### src/uig_defines.svh
/*
 * Register offsets, field positions, reset values and interrupt codes
 * of the serial port interrupt and baud block.
 * Assumes inclusion by bare name from the core module.
 */
`ifndef UIG_DEFINES_SVH
`define UIG_DEFINES_SVH
`define UIG_ADDR_W 3
`define UIG_OFF_IDENT 3'h0
`define UIG_OFF_ENABLE 3'h1
`define UIG_OFF_DIV_LO 3'h2
`define UIG_OFF_DIV_HI 3'h3
`define UIG_OFF_SCRATCH 3'h4
`define UIG_OFF_PORT_CFG 3'h5
`define UIG_RST_ENABLE 4'h0
`define UIG_RST_DIV 16'h0000
`define UIG_RST_SCRATCH 8'h00
`define UIG_RST_PORT_CFG 6'h00
`define UIG_CFG_FIFO_BIT 0
`define UIG_CFG_IRQ_OE_BIT 1
`define UIG_CFG_PRE_LSB 2
`define UIG_CFG_HS_LSB 4
`define UIG_HS_ON 2'h3
`define UIG_EN_RX_BIT 0
`define UIG_EN_TX_BIT 1
`define UIG_EN_LINE_BIT 2
`define UIG_EN_MODEM_BIT 3
`define UIG_CODE_NONE 4'h1
`define UIG_CODE_LINE 4'h6
`define UIG_CODE_RX 4'h4
`define UIG_CODE_TIMEOUT 4'hC
`define UIG_CODE_TX 4'h2
`define UIG_CODE_MODEM 4'h0
`define UIG_FIFO_TOP 2'h3
`define UIG_PRE_MOD 5'h0D
`define UIG_STEP_13 5'h01
`define UIG_STEP_1P625 5'h08
`define UIG_STEP_1 5'h0D
`endif

### src/uig_pkg.sv
/*
 * Types of the serial port interrupt and baud block.
 * Assumes uig_defines.svh is on the include path.
 */
package uig_pkg;
	typedef enum logic [1:0] {
		UIG_PRE_13 = 2'b00,
		UIG_PRE_1P625 = 2'b01,
		UIG_PRE_1 = 2'b10
	} uig_prescale_t;
	typedef enum logic [2:0] {
		UIG_SRC_NONE = 3'b000,
		UIG_SRC_LINE = 3'b001,
		UIG_SRC_RX = 3'b010,
		UIG_SRC_TIMEOUT = 3'b011,
		UIG_SRC_TX = 3'b100,
		UIG_SRC_MODEM = 3'b101
	} uig_src_t;
endpackage

### src/uig_core.sv
/*
 * Interrupt identification, per-source enables, baud generator and scratch
 * register of one serial port.
 * Assumes all status inputs come from logic on core_clk (no synchronisers)
 * and that core_clk is the reference clock of the baud generator.
 */
// Design decisions made here: the register offsets and strobed register access.
`timescale 1ns/10ps
`include "uig_defines.svh"

// Operation
// - Identification bits 7:6 read ones in FIFO mode, zeros otherwise.
// - Identification bits 5:4 always read zero.
// - Bit 3 zero outside FIFO mode; timeout sets bits 3 and 2.
// - Bit 0 is one with nothing pending, zero when anything pends.
// - Code 0110, top priority, reports receive errors; cleared by line status read.
// - Code 0100 reports receive data or FIFO level; cleared by buffer reads.
// - Code 1100 reports FIFO timeout after four idle characters; cleared by read.
// - Code 0010 reports empty transmit buffer; cleared by write or identification read.
// - Code 0000 reports handshake change flags; cleared by handshake status read.
// - Enable register bits 7:4 always read zero.
// - Enable bit 3 gates handshake, bit 2 gates line status interrupt.
// - Enable bit 1 gates transmit empty, bit 0 gates receive ready.
// - All four enables clear means the interrupt never asserts.
// - Normal speed: reference pre-divided, then divided by 16-bit divisor 1..65535.
// - Generator output is the sixteen-times tick for transmitter and receiver.
// - High-speed selection divides the undivided reference by the same divisor.
// - Configuration selects pre-divider 13, 1.625 or 1.0.
// - Eight-bit scratch register, freely written and read, no side effect.
// - Interrupt output reaches the system only while its output enable is one.
// - FIFO control bit 0 selects FIFO mode, else single-buffer mode.
module uig_core (
	input wire logic core_clk,
	input wire logic rst,
	input wire logic [`UIG_ADDR_W-1:0] reg_addr,
	input wire logic [7:0] reg_wdata,
	input wire logic reg_wr,
	input wire logic reg_rd,
	output logic [7:0] reg_rdata,
	input wire logic overrun_flag,
	input wire logic parity_error_flag,
	input wire logic missing_stop_flag,
	input wire logic break_detect_flag,
	input wire logic rx_data_ready,
	input wire logic rx_fifo_at_level,
	input wire logic rx_fifo_timeout,
	input wire logic tx_holding_empty,
	input wire logic tx_holding_write,
	input wire logic clear_to_send_changed,
	input wire logic set_ready_changed,
	input wire logic ring_trailing_edge,
	input wire logic carrier_detect_changed,
	output logic fifo_mode,
	output logic port_irq,
	output logic baud16_tick
);
	logic [3:0] enable_r;
	logic [15:0] divisor_r;
	logic [7:0] scratch_r;
	logic [5:0] port_cfg_r;
	logic tx_pend_r;
	logic tx_empty_d_r;
	logic [4:0] pre_acc_r;
	logic [4:0] pre_sum;
	logic [4:0] pre_step;
	logic pre_tick;
	logic high_speed;
	logic [15:0] div_cnt_r;
	logic [15:0] div_last;
	logic line_src;
	logic rx_src;
	logic timeout_src;
	logic modem_src;
	uig_pkg::uig_src_t src;
	uig_pkg::uig_prescale_t pre_sel;
	logic [3:0] id_code;
	logic [7:0] ident;
	logic wr_enable;
	logic wr_div_lo;
	logic wr_div_hi;
	logic wr_scratch;
	logic wr_port_cfg;
	logic rd_ident;
	logic [7:0] rd_nxt;
	logic irq_nxt;

	// Offset 0 is read only, so it has no write decode
	// Each decode lasts one cycle, since the bus never stretches a strobe
	assign wr_enable = reg_wr && (reg_addr == `UIG_OFF_ENABLE);
	assign wr_div_lo = reg_wr && (reg_addr == `UIG_OFF_DIV_LO);
	assign wr_div_hi = reg_wr && (reg_addr == `UIG_OFF_DIV_HI);
	assign wr_scratch = reg_wr && (reg_addr == `UIG_OFF_SCRATCH);
	assign wr_port_cfg = reg_wr && (reg_addr == `UIG_OFF_PORT_CFG);
	assign rd_ident = reg_rd && (reg_addr == `UIG_OFF_IDENT);

	// FIFO mode swaps single-buffer data ready for the level and timeout sources
	assign fifo_mode = port_cfg_r[`UIG_CFG_FIFO_BIT];
	assign high_speed = (port_cfg_r[`UIG_CFG_HS_LSB +: 2] == `UIG_HS_ON);
	// Pre-divider code 11 is unassigned and falls back to divide by 13
	assign pre_sel = uig_pkg::uig_prescale_t'(port_cfg_r[`UIG_CFG_PRE_LSB +: 2]);

	// Per-source enable bits, only four are implemented
	// Upper bits of a write are dropped and read back as zero
	always_ff @(posedge core_clk) begin
		if (rst) begin
			enable_r <= `UIG_RST_ENABLE;
		end else if (wr_enable) begin
			enable_r <= reg_wdata[3:0];
		end
	end

	// Bytes load independently, so the generator runs at a mixed rate between
	// the two writes; software must not rely on ticks until both are written
	always_ff @(posedge core_clk) begin
		if (rst) begin
			divisor_r <= `UIG_RST_DIV;
		end else begin
			if (wr_div_lo) begin
				divisor_r[7:0] <= reg_wdata;
			end
			if (wr_div_hi) begin
				divisor_r[15:8] <= reg_wdata;
			end
		end
	end

	// Nothing inside the port reads this value
	always_ff @(posedge core_clk) begin
		if (rst) begin
			scratch_r <= `UIG_RST_SCRATCH;
		end else if (wr_scratch) begin
			scratch_r <= reg_wdata;
		end
	end

	// Bit 0 FIFO mode, bit 1 interrupt output enable, bits 3:2 pre-divider,
	// bits 5:4 high speed when both are set
	// The two unused upper bits read back as zero
	always_ff @(posedge core_clk) begin
		if (rst) begin
			port_cfg_r <= `UIG_RST_PORT_CFG;
		end else if (wr_port_cfg) begin
			port_cfg_r <= reg_wdata[5:0];
		end
	end

	// Source conditions, each gated by its enable bit
	// Every flag except transmit empty is cleared by the logic that owns it, on its own register read
	assign line_src = enable_r[`UIG_EN_LINE_BIT] && (overrun_flag || parity_error_flag ||
		missing_stop_flag || break_detect_flag);
	assign rx_src = enable_r[`UIG_EN_RX_BIT] &&
		(fifo_mode ? rx_fifo_at_level : rx_data_ready);
	// Timeout exists only in FIFO mode, so bit 3 stays zero outside it
	assign timeout_src = enable_r[`UIG_EN_RX_BIT] && fifo_mode && rx_fifo_timeout;
	assign modem_src = enable_r[`UIG_EN_MODEM_BIT] && (clear_to_send_changed ||
		set_ready_changed || ring_trailing_edge || carrier_detect_changed);

	// The empty condition is a level that stays true until a write, so it is
	// latched on its rising edge: an identification read can then retire it
	// without waiting for new data.
	// Reset to one: an empty buffer straight after reset raises nothing.
	always_ff @(posedge core_clk) begin
		if (rst) begin
			tx_empty_d_r <= 1'b1;
		end else begin
			tx_empty_d_r <= tx_holding_empty;
		end
	end

	// Set wins over both clears, so an empty edge in the cycle of a transmit
	// write or an identification read is never lost
	always_ff @(posedge core_clk) begin
		if (rst) begin
			tx_pend_r <= 1'b0;
		end else if (tx_holding_empty && !tx_empty_d_r) begin
			tx_pend_r <= 1'b1;
		end else if (tx_holding_write) begin
			tx_pend_r <= 1'b0;
		end else if (rd_ident && (src == uig_pkg::UIG_SRC_TX)) begin
			tx_pend_r <= 1'b0;
		end
	end

	// Fixed priority: line status, receive, transmit empty, handshake
	// Within the second level the timeout ranks above data ready
	always_comb begin
		if (line_src) begin
			src = uig_pkg::UIG_SRC_LINE;
		end else if (timeout_src) begin
			src = uig_pkg::UIG_SRC_TIMEOUT;
		end else if (rx_src) begin
			src = uig_pkg::UIG_SRC_RX;
		end else if (enable_r[`UIG_EN_TX_BIT] && tx_pend_r) begin
			src = uig_pkg::UIG_SRC_TX;
		end else if (modem_src) begin
			src = uig_pkg::UIG_SRC_MODEM;
		end else begin
			src = uig_pkg::UIG_SRC_NONE;
		end
	end

	// Low nibble of the identification value for the reported source
	always_comb begin
		case (src)
			uig_pkg::UIG_SRC_LINE: begin
				id_code = `UIG_CODE_LINE;
			end
			uig_pkg::UIG_SRC_RX: begin
				id_code = `UIG_CODE_RX;
			end
			uig_pkg::UIG_SRC_TIMEOUT: begin
				id_code = `UIG_CODE_TIMEOUT;
			end
			uig_pkg::UIG_SRC_TX: begin
				id_code = `UIG_CODE_TX;
			end
			uig_pkg::UIG_SRC_MODEM: begin
				id_code = `UIG_CODE_MODEM;
			end
			default: begin
				id_code = `UIG_CODE_NONE;
			end
		endcase
	end

	// Top two bits mirror FIFO mode
	assign ident = {(fifo_mode ? `UIG_FIFO_TOP : 2'h0), 2'h0, id_code};

	// Read data stand for one cycle only; unmapped offsets read zero
	// Reads have no side effect except the transmit-empty retire on offset 0
	always_comb begin
		rd_nxt = 8'h00;
		if (reg_rd) begin
			case (reg_addr)
				`UIG_OFF_IDENT: begin
					rd_nxt = ident;
				end
				`UIG_OFF_ENABLE: begin
					rd_nxt = {4'h0, enable_r};
				end
				`UIG_OFF_DIV_LO: begin
					rd_nxt = divisor_r[7:0];
				end
				`UIG_OFF_DIV_HI: begin
					rd_nxt = divisor_r[15:8];
				end
				`UIG_OFF_SCRATCH: begin
					rd_nxt = scratch_r;
				end
				`UIG_OFF_PORT_CFG: begin
					rd_nxt = {2'h0, port_cfg_r};
				end
				default: begin
					rd_nxt = 8'h00;
				end
			endcase
		end
	end

	// Registered so read data appear exactly one cycle after the strobe
	always_ff @(posedge core_clk) begin
		if (rst) begin
			reg_rdata <= 8'h00;
		end else begin
			reg_rdata <= rd_nxt;
		end
	end

	// The pin is registered: sources and enables may change in one cycle,
	// and a combinational output could glitch the system interrupt line
	assign irq_nxt = (src != uig_pkg::UIG_SRC_NONE) && port_cfg_r[`UIG_CFG_IRQ_OE_BIT];

	// Output enable clear holds the pin low but leaves the identification live
	always_ff @(posedge core_clk) begin
		if (rst) begin
			port_irq <= 1'b0;
		end else begin
			port_irq <= irq_nxt;
		end
	end

	// Fractional pre-divider: 1.625 is 13/8, so the accumulator adds 8 per
	// cycle modulo 13; ticks jitter by one cycle but average exactly.
	always_comb begin
		case (pre_sel)
			uig_pkg::UIG_PRE_1P625: begin
				pre_step = `UIG_STEP_1P625;
			end
			uig_pkg::UIG_PRE_1: begin
				pre_step = `UIG_STEP_1;
			end
			default: begin
				pre_step = `UIG_STEP_13;
			end
		endcase
	end

	// High speed bypasses the pre-divider: every reference cycle feeds the divisor
	assign pre_sum = pre_acc_r + pre_step;
	assign pre_tick = high_speed || (pre_sum >= `UIG_PRE_MOD);

	// Remainder stays below 13, so the sum never needs more than five bits
	always_ff @(posedge core_clk) begin
		if (rst) begin
			pre_acc_r <= 5'h00;
		end else if (high_speed) begin
			pre_acc_r <= 5'h00;
		end else if (pre_sum >= `UIG_PRE_MOD) begin
			pre_acc_r <= pre_sum - `UIG_PRE_MOD;
		end else begin
			pre_acc_r <= pre_sum;
		end
	end

	// A zero divisor is outside the legal range and halts the generator
	// Divisor 1 ticks on every pre-divider tick, the fastest rate there is
	assign div_last = divisor_r - 16'h0001;

	// The count compares with >= so that a divisor made smaller mid-count
	// wraps at once instead of running through every count value
	always_ff @(posedge core_clk) begin
		if (rst) begin
			div_cnt_r <= 16'h0000;
		end else if (divisor_r == 16'h0000) begin
			div_cnt_r <= 16'h0000;
		end else if (pre_tick) begin
			if (div_cnt_r >= div_last) begin
				div_cnt_r <= 16'h0000;
			end else begin
				div_cnt_r <= div_cnt_r + 16'h0001;
			end
		end
	end

	// Tick leaves a flip-flop one cycle after the terminal count, one cycle wide
	always_ff @(posedge core_clk) begin
		if (rst) begin
			baud16_tick <= 1'b0;
		end else begin
			baud16_tick <= pre_tick && (divisor_r != 16'h0000) && (div_cnt_r >= div_last);
		end
	end
endmodule

### config.mk
export PLATFORM = sky130hd
export DESIGN_NAME = uig_core
export DESIGN_NICKNAME = d
export VERILOG_FILES = /design/src/uig_pkg.sv /design/src/uig_core.sv
export VERILOG_INCLUDE_DIRS = /design/src
export SDC_FILE = /design/constraint.sdc
export NUM_CORES = 1
export LEC_CHECK = 0
export BUFFER_PORTS_ARGS = -buffer_cell sky130_fd_sc_hd__clkbuf_2
export CORE_UTILIZATION = 54
export DETAILED_ROUTE_END_ITERATION = 10
export GPL_TIMING_DRIVEN = 0
export HOLD_SLACK_MARGIN = 0.06
export PLACE_DENSITY = 0.74
export SYNTH_ARGS = -nofsm -noshare
export SYNTH_HDL_FRONTEND = slang
export SYNTH_SLANG_ARGS = --single-unit
export TNS_END_PERCENT = 50
### constraint.sdc
create_clock -name core_clk -period 5.4 [get_ports core_clk]
set_input_delay 0.27 -clock core_clk [delete_from_list [all_inputs] [get_ports core_clk]]
set_output_delay 0.27 -clock core_clk [all_outputs]
set_load 0.01 [all_outputs]
### After elaboration in Yosys (flattened, before gate mapping)

Cells that the tools add are included.

| storage, ports and cells | value |
|---|---|
| logic and storage cells | 80 |
| input port bits | 28 |
| bits in registers | 67 |
| output and inout port bits | 11 |

| operators by class | value |
|---|---|
| bitwise operators | 1 |
| magnitude comparators | 2 |
| $add $sub $neg | 4 |
| muxes and demuxes | 15 |
| reductions and logical operators | 33 |
| equal/unequal tests | 13 |

Operators by type and width:

| operator | count |
|---|---|
| one-hot mux 8 bit (6 select lines) | 1 |
| one-hot mux 4 bit (5 select lines) | 1 |
| logical AND 1 bit | 17 |
| adder 16 x 1 -> 16 bit (second input constant) | 1 |
| greater-or-equal comparator 16 bit | 1 |
| logical NOT 16 bit | 1 |
| 2-to-1 mux 16 bit | 1 |
| nonzero test 16 bit | 1 |
| subtractor 16 x 1 -> 16 bit (second input constant) | 1 |
| 2-to-1 mux 3 bit | 5 |
| equality test 3 x 2 -> 1 bit (second input constant) | 4 |
| equality test 3 bit (second input constant) | 4 |
| one-hot mux 4 bit (2 select lines) | 1 |
| logical OR 1 bit | 7 |
| equality test 3 x 1 -> 1 bit (second input constant) | 2 |
| nonzero test 3 bit | 2 |
| OR reduction 2 bit | 3 |
| adder 5 bit | 1 |
| greater-or-equal comparator 5 x 4 -> 1 bit (second input constant) | 1 |
| 2-to-1 mux 5 bit | 1 |
| subtractor 5 x 4 -> 5 bit (second input constant) | 1 |
| equality test 2 bit (second input constant) | 2 |
| 2-to-1 mux 1 bit | 4 |
| logical NOT 3 bit | 1 |
| other kinds (4) | 4 |

### Longest topological paths before layout

Gate-level depths: netlist (run 1).

| logic depth | value |
|---|---|
| depth in word-level cells | 14 |
| mapped depth | 14 |
| depth with buffers taken out | 13 |

### Worst setup path after synthesis (run 1)

Ideal clock, no wire load.

| timing path | value |
|---|---|
| path kind | register -> register |
| start point | register divisor_r[0] |
| end point | register div_cnt_r[10] |
| buffers on the path | 1 |
| stages on the path, launching flop included | 15 |
| clock period less this slack | 3.029 ns |
| data arrival time | 2.965 ns |
| required time | 5.336 ns |
| library setup time | 0.064 ns |
| slack | 2.371 ns |
| cells stage by stage | dfxtp_1 -> inv_1 -> ha_1 -> nor3b_1 -> nand2_1 -> nor4_1 -> xnor2_1 -> ha_1 -> a211oi_1 -> nor2_1 -> or3_1 -> a211oi_1 -> o21ai_4 -> buf_6 -> nor2_1 |

| on the way | value |
|---|---|
| cells in the longest elaborated chain, start to end | 3 |
| elaborated cells on any way between the ends | 5 |
| classes of those cells | add/sub (1); order compare (1); mux (1); reduce/logical (2) |

Ends and longest elaborated chain:

| item | line | RTL |
|---|---|---|
| start, declared | uig_core.sv:58 | `logic [15:0] divisor_r;` |
| start signal, assigned | uig_core.sv:116 | `` divisor_r <= `UIG_RST_DIV; `` |
| start signal, assigned | uig_core.sv:119 | `divisor_r[7:0] <= reg_wdata;` |
| subtractor 16 x 1 -> 16 bit | uig_core.sv:317 | `assign div_last = divisor_r - 16'h0001;` |
| greater-or-equal comparator 16 bit | uig_core.sv:327 | `if (div_cnt_r >= div_last) begin` |
| 2-to-1 mux 16 bit | uig_core.sv:327 |  |
| end signal, assigned | uig_core.sv:330 | `div_cnt_r <= div_cnt_r + 16'h0001;` |
| end, declared | uig_core.sv:68 | `logic [15:0] div_cnt_r;` |

Several ways; a longest one is shown, not always the timed one.
A chain may end at the register's enable or synchronous reset.

### Worst setup path in the final report (run 1)

| timing path | value |
|---|---|
| start point | register divisor_r[0] |
| end point | register div_cnt_r[7] |

The elaborated chain is that of the path after synthesis.

==> impl_metrics.csv, run 1 <==
group,metric,value,unit
outcome,status,"finished, final reports clean",
clocking,cts-htree-levels,3,
worst_setup_path,setup.worst_path.class,"reg -> reg",
yosys,yosysWarnings,0,
timing,finalClockSkew,9.87,ps
yosys,seq_area_frac_synth,36.0,%
yosys,synth-edff-count,0,
route,drtAntennaViolNets,0,
cells_and_area,layout_common_cells,"71 x nand2_1, 67 x dfxtp_1, 41 x nor2_1, 41 x a21oi_1, 35 x clkbuf_2",
grt,grt_pass1_wl,14.4,mm
cells_and_area,fill_cells,567,
power,power_frac_clock,40.1,%
timing,slew-limit-headroom,50.0,%
floorplan,die_area,7230,sq um
route,vias,3251,
worst_setup_path,path_buf_inv,2,
clocking,cts_tree,"yes",
route,route.detailed.drc,0,
cells_and_area,nNetsFinal,545,
floorplan,die_w,85.0,microns
worst_setup_path,critPathArrivalTime,3930,ps
power,combPwrFrac,16.4,%
floorplan,rows,29,
cells_and_area,layout_commonest_cell,"nand2_1",
floorplan,io_pins,39,
yosys,yosysTopAreaCellShare,36.0,%
power,p_int,855,uW
yosys,syn_nets,499,
timing,fin_crit_sh,67.3,%
worst_setup_path,critPathMostFrequentCell,"ha_1",
worst_setup_path,critPathMaxFanout,10,
worst_setup_path,endpoint_kind,"flip-flop",
worst_setup_path,cp_top_family,"simple AND/OR/NAND/NOR gates",
route,wl,8.83,mm
timing,maxSlewViolCount,0,
timing,tns,0,ps
placed_design,dp_cells,556,
yosys,avgSynthCellArea,8.39,sq um
placed_design,io_buffer_count,35,
cells_and_area,synthToLayoutAreaGrowth,13.3,%
yosys,synth.distinct_cells,50,
yosys,synth_flop_cell,"dfxtp_1",
clocking,ctsHoldBuffers,0,
grt,grt_overflow_total,0,
run,max_cap_violations,0,
timing,layout_min_cycle_time,3640,ps
cells_and_area,fin_cells,572,
yosys,yosys.area.top_type,"dfxtp_1",
clocking,clk_latency,360,ps
timing,rsz0062_at_grt,"no",
yosys,syn-cell-area,3720,sq um
route,drt_pass1_iterations,4,
worst_setup_path,max_stage_delay,520,ps
floorplan,core,6490,sq um
clocking,cts_resized,0,
grt,grt_pass1_vias,3098,
yosys,synth_seq_cells,67,
worst_setup_path,critical_path_required,5690,ps
timing,hold_viol_final,0,
floorplan,initial_utilization,57.3,%
yosys,synth.area.top_cells,"dfxtp_1 36%, ha_1 9.1%, nand2_1 7.2%",
worst_setup_path,crit_slowest_cell,"nor3b_1",
cells_and_area,antennaDiodeCount,0,
clocking,clock_sinks,67,
clocking,clkTransAtPathRegs,80,ps
placed_design,gp_congestion,0.871,
clocking,cts_buffer_depth,2,
yosys,postSynthCellCount,444,
power,cellPowerDensity,282,nW/um^2
power,p_leak,1.72,nW
cells_and_area,utilization,64.9,%
floorplan,die_y,85.0,microns
power,p_sw,335,uW
cells_and_area,regArea,1340,sq um
clocking,post_cts_buffers,0,
worst_hold_path,hp-class,"in -> reg",
grt,grt_max_degree,14,
placed_design,dp_slack,1810,ps
route,vias_per_cell,5.68,
power,seq_power_share,43.5,%
yosys,postSynth.asyncResetShare,0,%
clocking,cts-buffers-inserted,9,
route,routedWlPerCell,15.4,microns
grt,track_usage,25.6,%
timing,tightest_slew,744,ps
clocking,root_buffer,"clkbuf_8",
cells_and_area,multiInputGateArea,2240,sq um
power,swShare,28.2,%
route,first_iter_violations,241,
worst_setup_path,cp_cell_sequence,"inv_1 > ha_1 > nor3b_1 > nand2_1 > nor4_1 > xnor2_1 > ha_1 > nand4_1 > nor3_1 > or3_1 > a211oi_1 > o21ai_4 > buf_6 > nor2_1",
timing,setup_viol,0,
worst_setup_path,startpoint_type,"flip-flop",
grt,antenna_found_initial,0,
cells_and_area,drive_gt1_share,13.5,%
timing,max_freq,275,MHz
power,peakVddDrop,0.208,mV
timing,final.setup.worst_slack,1760,ps
placed_design,hpwl,6.67,mm
## power groups by stage
| stage | combinational [mW] | clock (mW) | sequential [mW] |
|---|---|---|---|
| floorplan | 0.147 | 0 | 0.526 |
| global placement | 0.189 | 0 | 0.529 |
| detailed placement | 0.194 | 0 | 0.529 |
| CTS | 0.195 | 0.478 | 0.517 |
| global route | 0.219 | 0.502 | 0.519 |
| finish | 0.195 | 0.477 | 0.518 |
## cell families after synthesis
group / share of synthesized area, %
buf+inv: 3.90
xor+xnor: 7.53
simple gates: 24.7
fa+ha+maj: 9.07
compound gates: 12.2
flops: 36.0
mux: 6.55
## per-stage QoR
step | total power, mW | instance area (sq um) | hold slack, ps
after floorplan | 0.674 | 3720 | 377
after global placement | 0.718 | 4000 | 442
after detailed placement | 0.723 | 4000 | 448
after CTS | 1.19 | 4220 | 117
after global routing | 1.24 | 4220 | 127
final | 1.19 | 4220 | 116
## cell usage after synthesis (all sizes together) (2+ instances only)
| cell | number |
|---|---|
| nand2 | 71 |
| dfxtp | 67 |
| nor2 | 46 |
| a21oi | 41 |
| xnor2 | 28 |
| ha | 27 |
| mux2i | 21 |
| clkbuf | 12 |
| inv | 12 |
| nor3 | 12 |
| nand3 | 9 |
| nor3b | 7 |
| nor4 | 7 |
| o21ai | 7 |
| buf | 6 |
| and3 | 5 |
| nand2b | 5 |
| nand4 | 5 |
| nor2b | 5 |
| a31oi | 4 |
| nand3b | 4 |
| nor4b | 4 |
| xor2 | 4 |
| a21o | 3 |
| mux2 | 3 |
| or3 | 3 |
| a211oi | 2 |
| a22oi | 2 |
| and3b | 2 |
| o221ai | 2 |
| o22a | 2 |
| o22ai | 2 |
| o31a | 2 |
| o41ai | 2 |
| or4 | 2 |
## metal layers
layer | track usage, % | part of all wire (%)
met5 | 0 | 0
met4 | 9.71 | 2.0
met3 | 4.18 | 6.7
met2 | 39.4 | 44
met1 | 36.1 | 47
## worst paths after layout
kind	start	end	slack (ps)	cells after the start
max reg2reg	divisor_r[0]	div_cnt_r[7]	1760	14
min reg2reg	scratch_r[5]	scratch_r[5]	460	2
min	tx_holding_empty	tx_empty_d_r	120	2
max	divisor_r[0]	div_cnt_r[7]	1760	14
## final cells by class
cell class,instances,area share [%]
buffer,18,2.37
clock buffer,9,2.94
clock inverter,7,2.34
inverter,12,1.07
multi-input combinational,347,53.0
sequential,67,31.8
tap,77,2.28
timing repair buffer,35,4.15
## sequential cells by signal, indices dropped and copies added, names as in the netlist, 4 cells and up
signal and cells:
reg_rdata 8, enable_r 4, pre_acc_r 5, scratch_r 8, port_cfg_r 6, divisor_r 16
div_cnt_r 16
No activity file was read; power rests on OpenSTA's default activity.
==> run 2, diff against run 1 <==
--- a/config.mk
+++ b/config.mk
@@ -6,6 +6,7 @@
 export SDC_FILE = /design/constraint.sdc
 export NUM_CORES = 1
 export LEC_CHECK = 0
+export ABC_AREA = 1
 export BUFFER_PORTS_ARGS = -buffer_cell sky130_fd_sc_hd__clkbuf_2
 export CORE_UTILIZATION = 54
 export DETAILED_ROUTE_END_ITERATION = 10
==> constraint.sdc (replaced) <==
create_clock -name core_clk -period 3.7 [get_ports core_clk]
set_input_delay 0.185 -clock core_clk [delete_from_list [all_inputs] [get_ports core_clk]]
set_output_delay 0.185 -clock core_clk [all_outputs]
set_load 0.01 [all_outputs]
==> run 2 against run 1 <==
Effect of this change:
- sequential power is 50% higher
- non-clock buffer count is 3 lower
- power is 56% higher
- register-to-register slack worse by 1100 ps
- worst setup slack worse by 1100 ps
- wire length is 6.7% higher
- die area is 4.7% higher
- first-iteration DRC count is 39% lower
- via count is 14% higher
- global-route usage is 1.7 points higher
- highest routed layer unchanged
==> impl_metrics.csv, run 2 <==
group,metric,value,unit
yosys,yosys-mux-area-fraction,0,%
worst_setup_path,critPathMostFrequentCell,"nand3_1",
cells_and_area,antennaDiodeCount,0,
clocking,cts_resized,0,
power,cellPowerDensity,423,nW/um^2
floorplan,die_area,7570,sq um
grt,grt_pass1_vias,3551,
yosys,synth.distinct_cells,37,
timing,tns,0,ps
yosys,yosys.area_share.simple,27.1,%
grt,antenna_found_initial,0,
worst_hold_path,whs_path_depth,4,
worst_setup_path,cp_cell_sequence,"inv_1 > ha_1 > nand2_1 > nor3_1 > nand3_1 > xor2_1 > inv_1 > ha_1 > nand4_1 > nor2_1 > nand3_1 > nand3_1 > nand2_1 > nand2_2 > buf_6 > nor2_1",
power,combPwrFrac,29.1,%
grt,grt_pass1_wl,15.8,mm
route,drt_pass1_iterations,6,
cells_and_area,layout_commonest_cell,"nand2_1",
timing,tightest_slew,463,ps
worst_setup_path,max_stage_delay,360,ps
clocking,cts_buffer_depth,2,
clocking,root_buffer,"clkbuf_8",
cells_and_area,synthToLayoutAreaGrowth,12.4,%
placed_design,gp_congestion,0.904,
worst_hold_path,min_from,"tx_holding_write",
route,route.detailed.drc,0,
route,vias_per_cell,5.33,
timing,fin_crit_sh,82.1,%
timing,setup_viol,0,
route,first_iter_violations,148,
yosys,synth-compound-area-share,16.8,%
power,p_leak,1.97,nW
power,seq_power_share,41.9,%
cells_and_area,drive_gt1_share,15.1,%
cells_and_area,fin_cells,693,
worst_setup_path,reg2reg_from,"divisor_r[0]",
yosys,synth_seq_cells,67,
floorplan,io_pins,39,
yosys,synth_flop_cell,"dfxtp_1",
worst_setup_path,startpoint_type,"flip-flop",
floorplan,die_y,87.0,microns
route,wl,9.42,mm
worst_setup_path,reg2reg_depth,16,
route,vias,3696,
yosys,postSynth.asyncResetShare,0,%
power,swShare,35.4,%
yosys,synth.area.top_cells,"dfxtp_1 34%, ha_1 8.7%, nand2_1 8.7%",
worst_setup_path,cp_top_family,"simple AND/OR/NAND/NOR gates",
power,p_int,1.20,mW
yosys,avgSynthCellArea,7.19,sq um
worst_setup_path,critPathArrivalTime,3280,ps
clocking,cts-buffers-inserted,9,
yosys,synth_top_family_by_area,"simple AND/OR/NAND/NOR gates",
cells_and_area,nNetsFinal,647,
timing,slew-limit-headroom,69.1,%
route,drtAntennaViolNets,0,
floorplan,core,6910,sq um
worst_hold_path,hold_end,"tx_pend_r",
worst_setup_path,endpoint_kind,"flip-flop",
worst_setup_path,critPathMaxFanout,10,
yosys,synthTopCellsByCount,"90 x nand2_1, 83 x inv_1, 67 x dfxtp_1",
worst_setup_path,r2r-end,"div_cnt_r[14]",
worst_setup_path,crit_slowest_cell,"nor3_1",
clocking,post_cts_buffers,0,
yosys,yosysTopAreaCellShare,34.4,%
cells_and_area,largestRegisters,"div_cnt_r x16, divisor_r x16",
timing,maxSlewViolCount,0,
floorplan,rows,30,
timing,finalClockSkew,11.3,ps
power,peakVddDrop,0.259,mV
worst_setup_path,r2r_slack,660,ps
worst_hold_path,hp-class,"in -> reg",
clocking,clk_latency,350,ps
yosys,yosysWarnings,0,
yosys,synth_adder_area_share,8.65,%
timing,rsz0062_at_grt,"no",
worst_setup_path,setup.worst_path.class,"reg -> reg",
yosys,synth-edff-count,0,
clocking,clock_sinks,67,
timing,layout_min_cycle_time,3040,ps
yosys,synth_xor_area_share,2.92,%
clocking,cts_tree,"yes",
worst_setup_path,critical_path_required,3940,ps
placed_design,io_buffer_count,37,
run,max_cap_violations,0,
yosys,postSynthCellCount,543,
floorplan,initial_utilization,56.5,%
power,power,1.86,mW
placed_design,hpwl,7.36,mm
grt,grt_overflow_total,0,
placed_design,dp_cells,676,
floorplan,die_w,87.0,microns
route,routedWlPerCell,13.6,microns
yosys,synth_most_common_cell,"nand2_1",
power,p_sw,658,uW
outcome,status,"finished, final reports clean",
yosys,seq_area_frac_synth,34.4,%
clocking,cts-htree-levels,3,
cells_and_area,layout_common_cells,"90 x nand2_1, 83 x inv_1, 67 x dfxtp_1, 57 x nor2_1, 51 x a21oi_1",
yosys,yosys.area.top_type,"dfxtp_1",
grt,track_usage,27.3,%
grt,grt_max_degree,13,
timing,max_freq,329,MHz
yosys,syn-cell-area,3900,sq um
yosys,syn_nets,598,
timing,hold_viol_final,0,
clocking,clkTransAtPathRegs,80,ps
worst_setup_path,path_buf_inv,3,
power,power_frac_clock,29.0,%
clocking,ctsHoldBuffers,1,
worst_setup_path,critical_path_depth,16,
[run 2: changes by cell type after synthesis, moves of 10 or more]
cell / previous run / this run
inv_1: 12 / 83
o21ai_0: 6 / 35
nand3_1: 9 / 35
xnor2_1: 28 / 4
mux2i_1: 21 / 0
nand2_1: 71 / 90
nor2_1: 41 / 57
a21oi_1: 41 / 51
[run 2: logic make-up after synthesis]
kind of cell,count (synthesis)
buf+inv,95
fa+ha+maj,27
compound gates,116
flops,67
simple gates,225
xor+xnor,13
[run 2: cell type report]
type	instances	area, sq um
well taps	96	120
plain buffers	12	83.8
inverters	83	312
clock inverters	6	42.5
flip-flops and latches	67	1340
multi-input cells	381	2170
fillers	667	2520
clock buffers	10	128
repair buffers	38	195
[run 2: how the worst max path moves through the flow]
stage	from	to	slack, ps
2_1_floorplan	divisor_r[0]	div_cnt_r[12]	1210
3_3_place_gp	divisor_r[0]	div_cnt_r[14]	700
3_5_place_dp	divisor_r[0]	div_cnt_r[14]	640
4_1_cts	divisor_r[0]	div_cnt_r[14]	630
5_1_grt	divisor_r[0]	div_cnt_r[14]	290
6_report	divisor_r[0]	div_cnt_r[14]	660
[run 2: metrics by stage]
stage	worst slack, ps	utilization, %	cell area (sq um)	hold slack (ps)
2_1_floorplan	1210	-	3900	292
3_3_place_gp	701	60.9	4210	394
3_5_place_dp	644	60.9	4210	399
4_1_cts	632	63.6	4390	122
5_1_grt	289	63.6	4390	149
6_report	663	63.6	4390	122
[run 2: power by group through the flow]
stage | Combinational [mW] | Sequential [mW] | Clock, mW
2_1_floorplan | 0.412 | 0.790 | 0
4_1_cts | 0.542 | 0.778 | 0.543
5_1_grt | 0.615 | 0.784 | 0.577
6_report | 0.541 | 0.778 | 0.539
3_5_place_dp | 0.540 | 0.795 | 0
3_3_place_gp | 0.524 | 0.793 | 0
[run 2: worst register-to-register path, stage by stage, from the launching register on]
cell	delay (ps)
dfxtp_1	320
inv_1	200
ha_1	250
nand2_1	130
nor3_1	360
nand3_1	140
xor2_1	160
inv_1	60
ha_1	290
nand4_1	130
nor2_1	190
nand3_1	110
nand3_1	100
nand2_1	80
nand2_2	160
buf_6	180
nor2_1	70
[run 2: per-layer routing]
| layer | routed length, microns | GRT usage [%] |
|---|---|---|
| met1 | 4090 | 31.9 |
| met2 | 4570 | 47.6 |
| met3 | 457 | 5.12 |
| met4 | 302 | 13.9 |
| met5 | 0 | 0 |
